==> config.mk <==
export PLATFORM = sky130hd
export DESIGN_NAME = sba_bus_arbiter
export DESIGN_NICKNAME = d
export VERILOG_FILES = /design/src/core/sba_pkg.sv /design/src/core/sba_perm_if.sv /design/src/core/sba_perm_check.sv /design/src/core/sba_bus_arbiter.sv
export SDC_FILE = /design/constraint.sdc
export NUM_CORES = 1
export LEC_CHECK = 0
export BUFFER_PORTS_ARGS = -buffer_cell sky130_fd_sc_hd__buf_4
export CAP_MARGIN = 10
export CORE_MARGIN = 8
export CORE_UTILIZATION = 46
export CTS_BUF_LIST = sky130_fd_sc_hd__clkbuf_16
export DETAILED_ROUTE_END_ITERATION = 8
export PLACE_DENSITY = 0.8
export SYNTH_ARGS = -nofsm -noshare
export SYNTH_HDL_FRONTEND = slang
export SYNTH_SLANG_ARGS = --single-unit
==> constraint.sdc <==
create_clock -name clk_in -period 11.5 [get_ports clk_in]
set_input_delay 1.725 -clock clk_in [delete_from_list [all_inputs] [get_ports clk_in]]
set_output_delay 1.725 -clock clk_in [all_outputs]
set_load 0.1 [all_outputs]
==> src/core/sba_pkg.sv <==
// Purpose: Shared constants, types and helpers of the system bus arbiter.
// Assumes: Eleven physical initiators, fourteen regions, four permission groups.
// Notes:   Register offsets are byte addresses on the plain register port.
package sba_pkg;

    // ****************************************************************
    // Sizes
    // ****************************************************************
    localparam int NUM_PORTS   = 11;  // Physical initiator ports
    localparam int NUM_REGIONS = 14;  // Target regions
    localparam int NUM_GROUPS  = 4;   // Permission groups 0..3
    localparam int GRP_W       = 2;   // Width of a group number
    localparam int ID_W        = 4;   // Width of an initiator identifier
    localparam int ADDR_W      = 32;  // System bus address width
    localparam int REG_AW      = 8;   // Register port address width
    localparam int REGION_LSB  = 28;  // Region number sits in the top nibble

    // ****************************************************************
    // Initiator ports and identifiers
    // ****************************************************************
    localparam int P_CPU   = 0;
    localparam int P_DMAR  = 1;
    localparam int P_DMAW  = 2;
    localparam int P_FLASH = 9;
    // Normal identifiers, port 10 down to port 0
    localparam logic [NUM_PORTS-1:0][ID_W-1:0] ID_NORMAL = {
        4'he, 4'hd, 4'hc, 4'hb, 4'ha, 4'h9, 4'h8, 4'h7, 4'h5, 4'h3, 4'h1};
    localparam logic [ID_W-1:0] ID_HIGH_STEP = 4'h1;  // High identifier = normal + 1
    localparam logic [3:0]      SRAM_REGION  = 4'h0;  // Region that holds SRAM

    // ****************************************************************
    // Register map and fields
    // ****************************************************************
    localparam logic [REG_AW-1:0] OFS_CONFIG = 8'h00;  // system_config_register
    localparam logic [REG_AW-1:0] OFS_UNLOCK = 8'h04;  // Unlock key port
    localparam logic [REG_AW-1:0] OFS_GROUP  = 8'h08;  // permission_group_assign_register
    localparam logic [REG_AW-1:0] OFS_STATUS = 8'h0c;  // Violation status
    localparam logic [REG_AW-1:0] OFS_REGION = 8'h40;  // First region access mask
    localparam int CFG_DMA_PRI_BIT = 25;  // dma_sram_priority_select
    localparam int CFG_CPU_PRI_BIT = 24;  // cpu_sram_priority_select
    localparam int CFG_LOCK_BIT    = 11;  // permission_lock_bit
    localparam int ST_VIOL_BIT     = 0;   // Sticky violation flag
    localparam int ST_ID_LSB       = 8;   // Identifier of last violator
    localparam int ST_OPEN_BIT     = 16;  // Lock bit change armed
    localparam logic [31:0] UNLOCK_KEY1 = 32'haa996655;
    localparam logic [31:0] UNLOCK_KEY2 = 32'h556699aa;
    localparam logic [NUM_GROUPS-1:0] REGION_MASK_RST = 4'hf;  // All groups allowed

    // Unlock sequence progress
    typedef enum logic [1:0] {UNL_IDLE, UNL_KEY1, UNL_OPEN} sba_unlock_t;

    // Region number of an address; values of NUM_REGIONS and up hit nothing
    function automatic logic [3:0] region_of(input logic [ADDR_W-1:0] addr);
        region_of = addr[ADDR_W-1:REGION_LSB];
    endfunction

endpackage

==> src/core/sba_perm_if.sv <==
// Purpose: Carries one access from the arbiter to the permission check.
// Assumes: One access is checked per cycle.
// Notes:   Purely combinational signals.
`timescale 1ns/100ps
interface sba_perm_if;
    import sba_pkg::*;
    logic [ADDR_W-1:0]                       addr;   // Address of granted access
    logic [GRP_W-1:0]                        group;  // Group of granted initiator
    logic [NUM_REGIONS-1:0][NUM_GROUPS-1:0]  masks;  // Per-region allowed groups
    logic                                    allow;  // Access may reach target

    modport arb (output addr, output group, output masks, input allow);
    modport chk (input addr, input group, input masks, output allow);
endinterface

==> src/core/sba_perm_check.sv <==
// Purpose: Decides whether the granted access may reach its target region.
// Assumes: Region number is the top address nibble.
// Notes:   Addresses above the last region are refused like a violation.
`timescale 1ns/100ps
module sba_perm_check
    import sba_pkg::*;
(
    // Access under test
    sba_perm_if.chk pif
);

    // ****************************************************************
    // Region decode and group test
    // ****************************************************************
    logic [3:0] region;  // Addressed region
    logic       hit;     // Region exists

    assign region = region_of(pif.addr);
    assign hit    = (32'(region) < NUM_REGIONS);

    // Each group owns its own bit, so a region can be exclusive or shared
    always_comb begin
        pif.allow = 1'b0;
        if (hit) begin
            pif.allow = pif.masks[region][pif.group];
        end
    end

endmodule

==> src/core/sba_bus_arbiter.sv <==
// Purpose: System bus arbiter with least-recently-served order, a high
//          class of flash plus, for SRAM, CPU (in an exception) and DMA by select bit, and group based region protection.
// Assumes: Initiators are logic on clk_in; each holds its request until granted.
// Notes:   Grant is combinational; access results follow one cycle later.
`timescale 1ns/100ps

module sba_bus_arbiter
    import sba_pkg::*;
#(
    parameter int PORTS = NUM_PORTS  // Initiator ports served
)(
    // Clock and reset
    input  wire logic                              clk_in,
    input  wire logic                              rst_in,
    // Initiator requests
    input  wire logic [PORTS-1:0]                  req_in,
    input  wire logic [PORTS-1:0][ADDR_W-1:0]      addr_in,
    input  wire logic                              exl_in,
    // Arbitration result
    output logic      [PORTS-1:0]                  grant_out,
    output logic      [ID_W-1:0]                   grant_id_out,
    output logic                                   target_valid_out,
    output logic      [ADDR_W-1:0]                 target_addr_out,
    output logic                                   violation_out,
    // Register port
    input  wire logic [REG_AW-1:0]                 reg_addr_in,
    input  wire logic [31:0]                       reg_wdata_in,
    input  wire logic                              reg_wr_in,
    input  wire logic                              reg_rd_in,
    output logic      [31:0]                       reg_rdata_out
);

    // ****************************************************************
    // Elaboration checks
    // ****************************************************************
    // Identifier table and group register are laid out for eleven ports
    generate
        if (PORTS != NUM_PORTS) begin : g_bad_ports
            $error("sba_bus_arbiter supports exactly NUM_PORTS initiators");
        end
        // Package sizes must fit the fields that carry them
        if (NUM_REGIONS > (1 << (ADDR_W - REGION_LSB))) begin : g_bad_regions
            $error("sba_bus_arbiter region field too narrow");
        end
        if (NUM_GROUPS > (1 << GRP_W)) begin : g_bad_groups
            $error("sba_bus_arbiter group field too narrow");
        end
        // All group fields share one register word
        if (PORTS * GRP_W > 32) begin : g_bad_group_word
            $error("sba_bus_arbiter group word too narrow");
        end
        // Winner index is four bits wide
        if (PORTS > 16) begin : g_bad_index
            $error("sba_bus_arbiter winner index too narrow");
        end
    endgenerate

    // ****************************************************************
    // State
    // ****************************************************************
    // One record for all state, so reset and next
    // state cannot drift apart
    typedef struct packed {
        logic [PORTS-1:0][PORTS-1:0]            older;       // older[i][j]: i waited longer
        logic                                   dma_pri;     // dma_sram_priority_select
        logic                                   cpu_pri;     // cpu_sram_priority_select
        logic                                   lock;        // permission_lock_bit
        sba_unlock_t                            unl;         // Unlock sequence progress
        logic [PORTS-1:0][GRP_W-1:0]            group;       // Group per initiator
        logic [NUM_REGIONS-1:0][NUM_GROUPS-1:0] masks;       // Allowed groups per region
        logic [ID_W-1:0]                        gid;         // Identifier of last grant
        logic                                   tvalid;      // Access passed to target
        logic [ADDR_W-1:0]                      taddr;       // Address passed to target
        logic                                   viol;        // Violation pulse
        logic                                   viol_sticky; // Violation seen
        logic [ID_W-1:0]                        viol_id;     // Last violator
        logic [31:0]                            rdata;       // Read answer
    } sba_arb_state_t;

    sba_arb_state_t s_q;  // Registered state
    sba_arb_state_t s_d;  // Next state

    // Arbitration signals
    // These settle within the cycle
    logic [PORTS-1:0] high;     // Request belongs to the high class
    logic [PORTS-1:0] cand;     // Requests allowed to compete this cycle
    logic [PORTS-1:0] win;      // One-hot winner
    logic [3:0]       win_idx;  // Winner port number
    logic             any_win;  // Some request granted

    // Permission check link
    sba_perm_if pif ();

    // ****************************************************************
    // Class of each request
    // ****************************************************************
    // Only CPU and DMA move between classes, and only for SRAM;
    // flash sits in the high class for good
    always_comb begin
        high = '0;
        // Flash never leaves the high class
        high[P_FLASH] = 1'b1;
        // CPU rises only in an exception, for SRAM
        if (region_of(addr_in[P_CPU]) == SRAM_REGION) begin
            high[P_CPU] = exl_in & s_q.cpu_pri;
        end
        // Both DMA directions share one select bit
        if (region_of(addr_in[P_DMAR]) == SRAM_REGION) begin
            high[P_DMAR] = s_q.dma_pri;
        end
        if (region_of(addr_in[P_DMAW]) == SRAM_REGION) begin
            high[P_DMAW] = s_q.dma_pri;
        end
    end

    // ****************************************************************
    // Winner selection
    // ****************************************************************
    // A waiting high request shuts the normal class out entirely.
    // The age matrix then picks the one that waited longest; this order
    // has no software control at all.
    // Limitation: a steady high stream starves the
    // normal class, so keep that class for light traffic.
    always_comb begin
        logic ok;
        ok      = 1'b0;
        win     = '0;
        win_idx = 4'h0;
        // High requests compete among themselves
        if (|(req_in & high)) begin
            cand = req_in & high;
        end else begin
            cand = req_in;
        end
        // A candidate wins when older than all others;
        // the age order is total, so exactly one passes
        for (int i = 0; i < PORTS; i++) begin
            ok = cand[i];
            for (int j = 0; j < PORTS; j++) begin
                if (j != i && cand[j] && !s_q.older[i][j]) begin
                    ok = 1'b0;
                end
            end
            if (ok) begin
                win[i]  = 1'b1;
                win_idx = 4'(i);
            end
        end
    end

    assign any_win   = |win;
    assign grant_out = win;

    // ****************************************************************
    // Permission check of the winner
    // ****************************************************************
    // Only the winner is judged; losers just wait
    assign pif.addr  = addr_in[win_idx];
    assign pif.group = s_q.group[win_idx];
    assign pif.masks = s_q.masks;

    sba_perm_check u_perm (
        .pif (pif.chk)
    );

    // ****************************************************************
    // Next state
    // ****************************************************************
    always_comb begin
        logic [31:0] rd;
        logic [31:0] ridx;
        logic        reg_hit;
        rd      = '0;
        // Region masks sit one word apart
        ridx    = 32'((reg_addr_in - OFS_REGION) >> 2);
        reg_hit = (reg_addr_in >= OFS_REGION) && (reg_addr_in[1:0] == 2'b00)
                  && (ridx < NUM_REGIONS);
        s_d        = s_q;
        s_d.tvalid = 1'b0;
        s_d.viol   = 1'b0;
        s_d.rdata  = '0;
        // Pulses and read data fall to zero unless set

        // Grant bookkeeping: winner becomes the most recently served
        if (any_win) begin
            // Only CPU and DMA own a second, high id;
            // flash keeps its single one
            s_d.gid = ID_NORMAL[win_idx];
            if (high[win_idx] && win_idx <= 4'(P_DMAW)) begin
                s_d.gid = 4'(ID_NORMAL[win_idx] + ID_HIGH_STEP);
            end
            // Refused accesses age too, so a blocked
            // initiator cannot hold the bus by retrying
            s_d.taddr  = addr_in[win_idx];
            s_d.tvalid = pif.allow;
            s_d.viol   = !pif.allow;
            // Winner becomes youngest against every port
            for (int j = 0; j < PORTS; j++) begin
                if (j != 32'(win_idx)) begin
                    s_d.older[win_idx][j] = 1'b0;
                    s_d.older[j][win_idx] = 1'b1;
                end
            end
        end

        // Register writes
        if (reg_wr_in) begin
            // Any write other than the second key breaks the sequence
            if (s_q.unl == UNL_KEY1) begin
                s_d.unl = UNL_IDLE;
            end
            case (reg_addr_in)
                OFS_CONFIG: begin
                    // Priority bits move freely; lock needs keys
                    s_d.dma_pri = reg_wdata_in[CFG_DMA_PRI_BIT];
                    s_d.cpu_pri = reg_wdata_in[CFG_CPU_PRI_BIT];
                    // Lock bit moves only once the sequence has armed it
                    if (s_q.unl == UNL_OPEN) begin
                        s_d.lock = reg_wdata_in[CFG_LOCK_BIT];
                        s_d.unl  = UNL_IDLE;
                    end
                end
                OFS_UNLOCK: begin
                    // Key port stores nothing; it steers only
                    if (reg_wdata_in == UNLOCK_KEY1) begin
                        s_d.unl = UNL_KEY1;
                    end else if (s_q.unl == UNL_KEY1 && reg_wdata_in == UNLOCK_KEY2) begin
                        s_d.unl = UNL_OPEN;
                    end else begin
                        // A wrong key disarms
                        s_d.unl = UNL_IDLE;
                    end
                end
                OFS_GROUP: begin
                    // Field p holds the group of port p
                    if (!s_q.lock) begin
                        s_d.group = reg_wdata_in[PORTS*GRP_W-1:0];
                    end
                end
                OFS_STATUS: begin
                    // Write one clears the sticky flag
                    // Violator id and armed bit are read-only
                    if (reg_wdata_in[ST_VIOL_BIT]) begin
                        s_d.viol_sticky = 1'b0;
                    end
                end
                default: begin
                    // Region masks; other addresses ignored
                    if (reg_hit && !s_q.lock) begin
                        s_d.masks[ridx[3:0]] = reg_wdata_in[NUM_GROUPS-1:0];
                    end
                end
            endcase
        end

        // A violation in the clearing cycle still sets the flag
        // The id is the one just worked out for this grant
        if (any_win && !pif.allow) begin
            s_d.viol_sticky = 1'b1;
            s_d.viol_id     = s_d.gid;
        end

        // Register reads, answered next cycle
        // Only live fields read back; spare bits are zero
        if (reg_rd_in) begin
            case (reg_addr_in)
                OFS_CONFIG: begin
                    rd[CFG_DMA_PRI_BIT] = s_q.dma_pri;
                    rd[CFG_CPU_PRI_BIT] = s_q.cpu_pri;
                    rd[CFG_LOCK_BIT]    = s_q.lock;
                end
                OFS_GROUP: begin
                    rd[PORTS*GRP_W-1:0] = s_q.group;
                end
                OFS_STATUS: begin
                    rd[ST_VIOL_BIT]              = s_q.viol_sticky;
                    rd[ST_ID_LSB+ID_W-1:ST_ID_LSB] = s_q.viol_id;
                    rd[ST_OPEN_BIT]              = (s_q.unl == UNL_OPEN);
                end
                default: begin
                    // Key port and unmapped space read zero
                    if (reg_hit) begin
                        rd[NUM_GROUPS-1:0] = s_q.masks[ridx[3:0]];
                    end
                end
            endcase
            s_d.rdata = rd;
        end
    end

    // ****************************************************************
    // State register
    // ****************************************************************
    // Reset: lowest port counts as oldest, all groups in group 0,
    // every region open to every group, lock clear
    // Reset is synchronous; one edge is enough
    always_ff @(posedge clk_in) begin
        if (rst_in) begin
            s_q <= '0;
            for (int i = 0; i < PORTS; i++) begin
                for (int j = 0; j < PORTS; j++) begin
                    s_q.older[i][j] <= (i < j);
                end
            end
            for (int r = 0; r < NUM_REGIONS; r++) begin
                s_q.masks[r] <= REGION_MASK_RST;
            end
            s_q.unl <= UNL_IDLE;
        end else begin
            s_q <= s_d;
        end
    end

    // ****************************************************************
    // Outputs
    // ****************************************************************
    // Data outputs come from flip-flops; only grant_out
    // is combinational, for a same-cycle handshake
    assign grant_id_out     = s_q.gid;
    assign target_valid_out = s_q.tvalid;
    assign target_addr_out  = s_q.taddr;
    assign violation_out    = s_q.viol;
    assign reg_rdata_out    = s_q.rdata;

endmodule

==> impl_metrics.yaml <==
status:
  outcome: "finished, violations left"
  violations: "design-rule violations"
setup_path:
  crit_chain: "buf_4, or4b_1, or3_1, nand3_1, or4b_1, nor3_4, buf_4, a2111oi_4, or2_4, buf_4, nand2_1, a32o_1, nor3_4, mux4_2, a211o_1, o311ai_2, nand3_2, and2_4, a31o_1"
  critPathMaxStageDelay_ns: 0.84
  reg2reg_to: "s_q[34]"
  reg2reg_from: "s_q[156]"
  crit_fanout: 84
  slowest_stage: "buf_4"
  crit_type: "primary input to flip-flop"
  required_ns: 11.97
  cp-start-kind: "primary input"
  cp-end-kind: "flip-flop"
  rr_worst_depth: 18
  crit_path_frequent_cell: "buf_4"
  cp.arrival_ns: 8.71
  rrSetupSlack_ns: 4.03
detailed_routing:
  drc: 2
  route.vias.total: 15900
  via_per_inst: 6.14
  antenna_left: 0
  drt_first_pass_iters: 9
  wirelength_um: 72100
  drtIter0Drc: 1971
  wl_per_cell_um: 27.8
power_and_ir_drop:
  p_per_area_mw_per_mm2: 141
  intPower_uw: 1730
  vdd_drop_max_v: 0.000146
  seqPwrFrac_pct: 36.3
  switching_power_uw: 887
  power.total_uw: 2620
  switching_share_pct: 33.9
  p_leak_uw: 0.00820
  pwr-share-clk_pct: 36.7
  combPwrFrac_pct: 27.1
die:
  floorplan.rows: 64
  dieArea_mm2: 0.0368
  core-area_mm2: 0.0305
  start_util_pct: 46.7
  pin_count: 489
  fp.dieH_um: 192
  die-width_um: 192
logic_synthesis:
  synthCells: 1832
  synthFlopType: "dfxtp_1"
  ys_seq_area_share_pct: 35.6
  netlist_area_mm2: 0.0142
  synth_top_family_by_area: "simple AND/OR/NAND/NOR gates"
  yosys_warnings: 0
  synth.distinct_cells: 89
  synth_edf_count: 0
  syn_area_per_cell_um2: 7.77
  synth-xor-area-share_pct: 0.0615
  synth-simple-area-share_pct: 26.8
  ys_seq_elements: 253
  synth-adder-area-share_pct: 0.0879
  synthMuxAreaShare_pct: 10.9
  synth-async-reset-ratio_pct: 0
  synth_compound_area_share_pct: 18.1
timing:
  rsz0062_at_grt: "no"
  hold_viol: 0
  finalSetupViolations: 0
  drv_slew: 0
  slew-limit-headroom_pct: 19.9
  finalSetupTns_ns: 0
  holdWs_ns: 0.441
  fmaxAchievable_ghz: 0.121
  min_period_ns: 8.24
  fin_crit_sh_pct: 71.7
  skew_ns: 0.0443
  tightest_slew_ns: 1.20
finish:
  fin_nets: 2583
  area_growth_pct: 30.1
  final_area_mm2: 0.0185
  post-route-util_pct: 60.7
  drive_gt1_share_pct: 27.8
placed_design:
  portBuffers: 480
  place_congestion: 1.04
  place_area_mm2: 0.0175
  dp_hpwl_um: 55700
global_routing:
  grt.busiest_layer: "met2"
  grt_use_met3_pct: 11.7
  grt_pass1_vias: 15300
  met2_usage_pct: 59.9
  grt_pass1_wl_um: 101000
  grt_usage_pct: 36.6
  grt_overflow: 0
  use_met1_pct: 43.3
  grt_max_degree: 85
  antenna_found_initial: 6
flow_run:
  maxCapViolCount: 0
clocking:
  cts_tree: "yes"
  htreeDepth: 1
  clock_latency_ns: 0.57
  cts_sinks: 253
  clk_pin_slew_ns: 0.07
  cts_buffers: 28
  clockBufferDepth: 3
  root_buffer: "clkbuf_16"
  cts-resized-gates: 0
  hold_buffers: 0
  cts_setup_buffers: 0
hold_path:
  min_path_cells: 2
  hold_path.class: "flip-flop to flip-flop"
  hold_end: "s_q[195]"
  min-delay-start: "s_q[195]"
==> cell type report <==
| class | instances | area [µm²] |
|---|---|---|
| Inverter | 38 | 143 |
| Timing Repair Buffer | 501 | 3770 |
| Antenna cell | 4 | 10.0 |
| Clock buffer | 28 | 701 |
| Tap cell | 396 | 495 |
| Fill cell | 2755 | 12000 |
| Clock inverter | 24 | 283 |
| Sequential cell | 253 | 5060 |
| Multi-Input combinational cell | 1352 | 8060 |
==> power by group through the flow <==
stage	clock [µW]	sequential (µW)	combinational (µW)
2_1_floorplan	0	960	442
3_3_place_gp	0	965	689
3_5_place_dp	0	965	694
4_1_cts	967	947	697
5_1_grt	996	951	741
6_report	959	949	709
==> cell families (layout without fill, tap and decap cells) <==
group / Yosys count / in the layout
buf+inv: 234 / 591
fa+ha+maj: 1 / 1
other cells: 1 / 12
xor+xnor: 1 / 1
simple gates: 845 / 845
mux: 135 / 135
compound gates: 362 / 362
flops: 253 / 253
==> registers in the layout, summed over array words and instances, names as in the netlist <==
register,count
s_q,135
pif.masks,56
target_addr_out,32
reg_rdata_out,24
grant_id_out,4
target_valid_out,1
violation_out,1
==> how the worst max path moves through the flow <==
stage	startpoint	endpoint	slack, ns	cells after the start
6_report	addr_in[30]	s_q[34]	3.26	19
5_1_grt	addr_in[92]	s_q[34]	2.93	18
4_1_cts	addr_in[30]	s_q[34]	3.34	19
3_5_place_dp	addr_in[30]	s_q[34]	2.76	19
3_3_place_gp	addr_in[30]	s_q[34]	2.86	19
2_1_floorplan	addr_in[30]	grant_out[0]	3.79	6
==> per-layer routing <==
layer / part of all wire [%] / wire [µm]
met3: 12 / 9010
met1: 36 / 25800
met5: 0.036 / 26
met2: 47 / 33600
met4: 5.0 / 3640
==> cell usage after synthesis, drive strengths merged (27+ instances only) <==
library cell	instances	area [µm²]
a222oi	27	270
clkbuf	102	383
o21ai	66	330
buf	94	679
and3	32	205
a31oi	32	200
o22ai	31	194
o21a	38	285
dfxtp	253	5060
a21oi	60	300
inv	37	139
nor2	120	453
nand3	103	536
mux2i	114	1140
nand2	461	1730
==> worst max-delay path: cells and delay by family <==
family	cells	cell delay, ns
AO/OA/AOI/OAI	5	1.42
multiplexers	1	0.58
buffers and inverters	3	1.26
AND/OR/NAND/NOR	10	3.57
==> cell usage in the layout (no fill, tap or decap), drive strengths merged, types with 32 or more instances in the layout <==
cell type  Yosys  final
buf           94    500
nand2        461    461
dfxtp        253    253
nor2         120    120
mux2i        114    114
nand3        103    103
o21ai         66     66
a21oi         60     60
o21a          38     38
inv           37     38
a31oi         32     32
and3          32     32
==> stage by stage <==
stage / setup WS (ns) / cells
3_5_place_dp: 2.76 / 2539
6_report: 3.26 / 2596
5_1_grt: 2.93 / 2596
4_1_cts: 3.34 / 2591
3_3_place_gp: 2.86 / 2539
2_1_floorplan: 3.79 / 1839
Power figures use the tool's default switching activity.
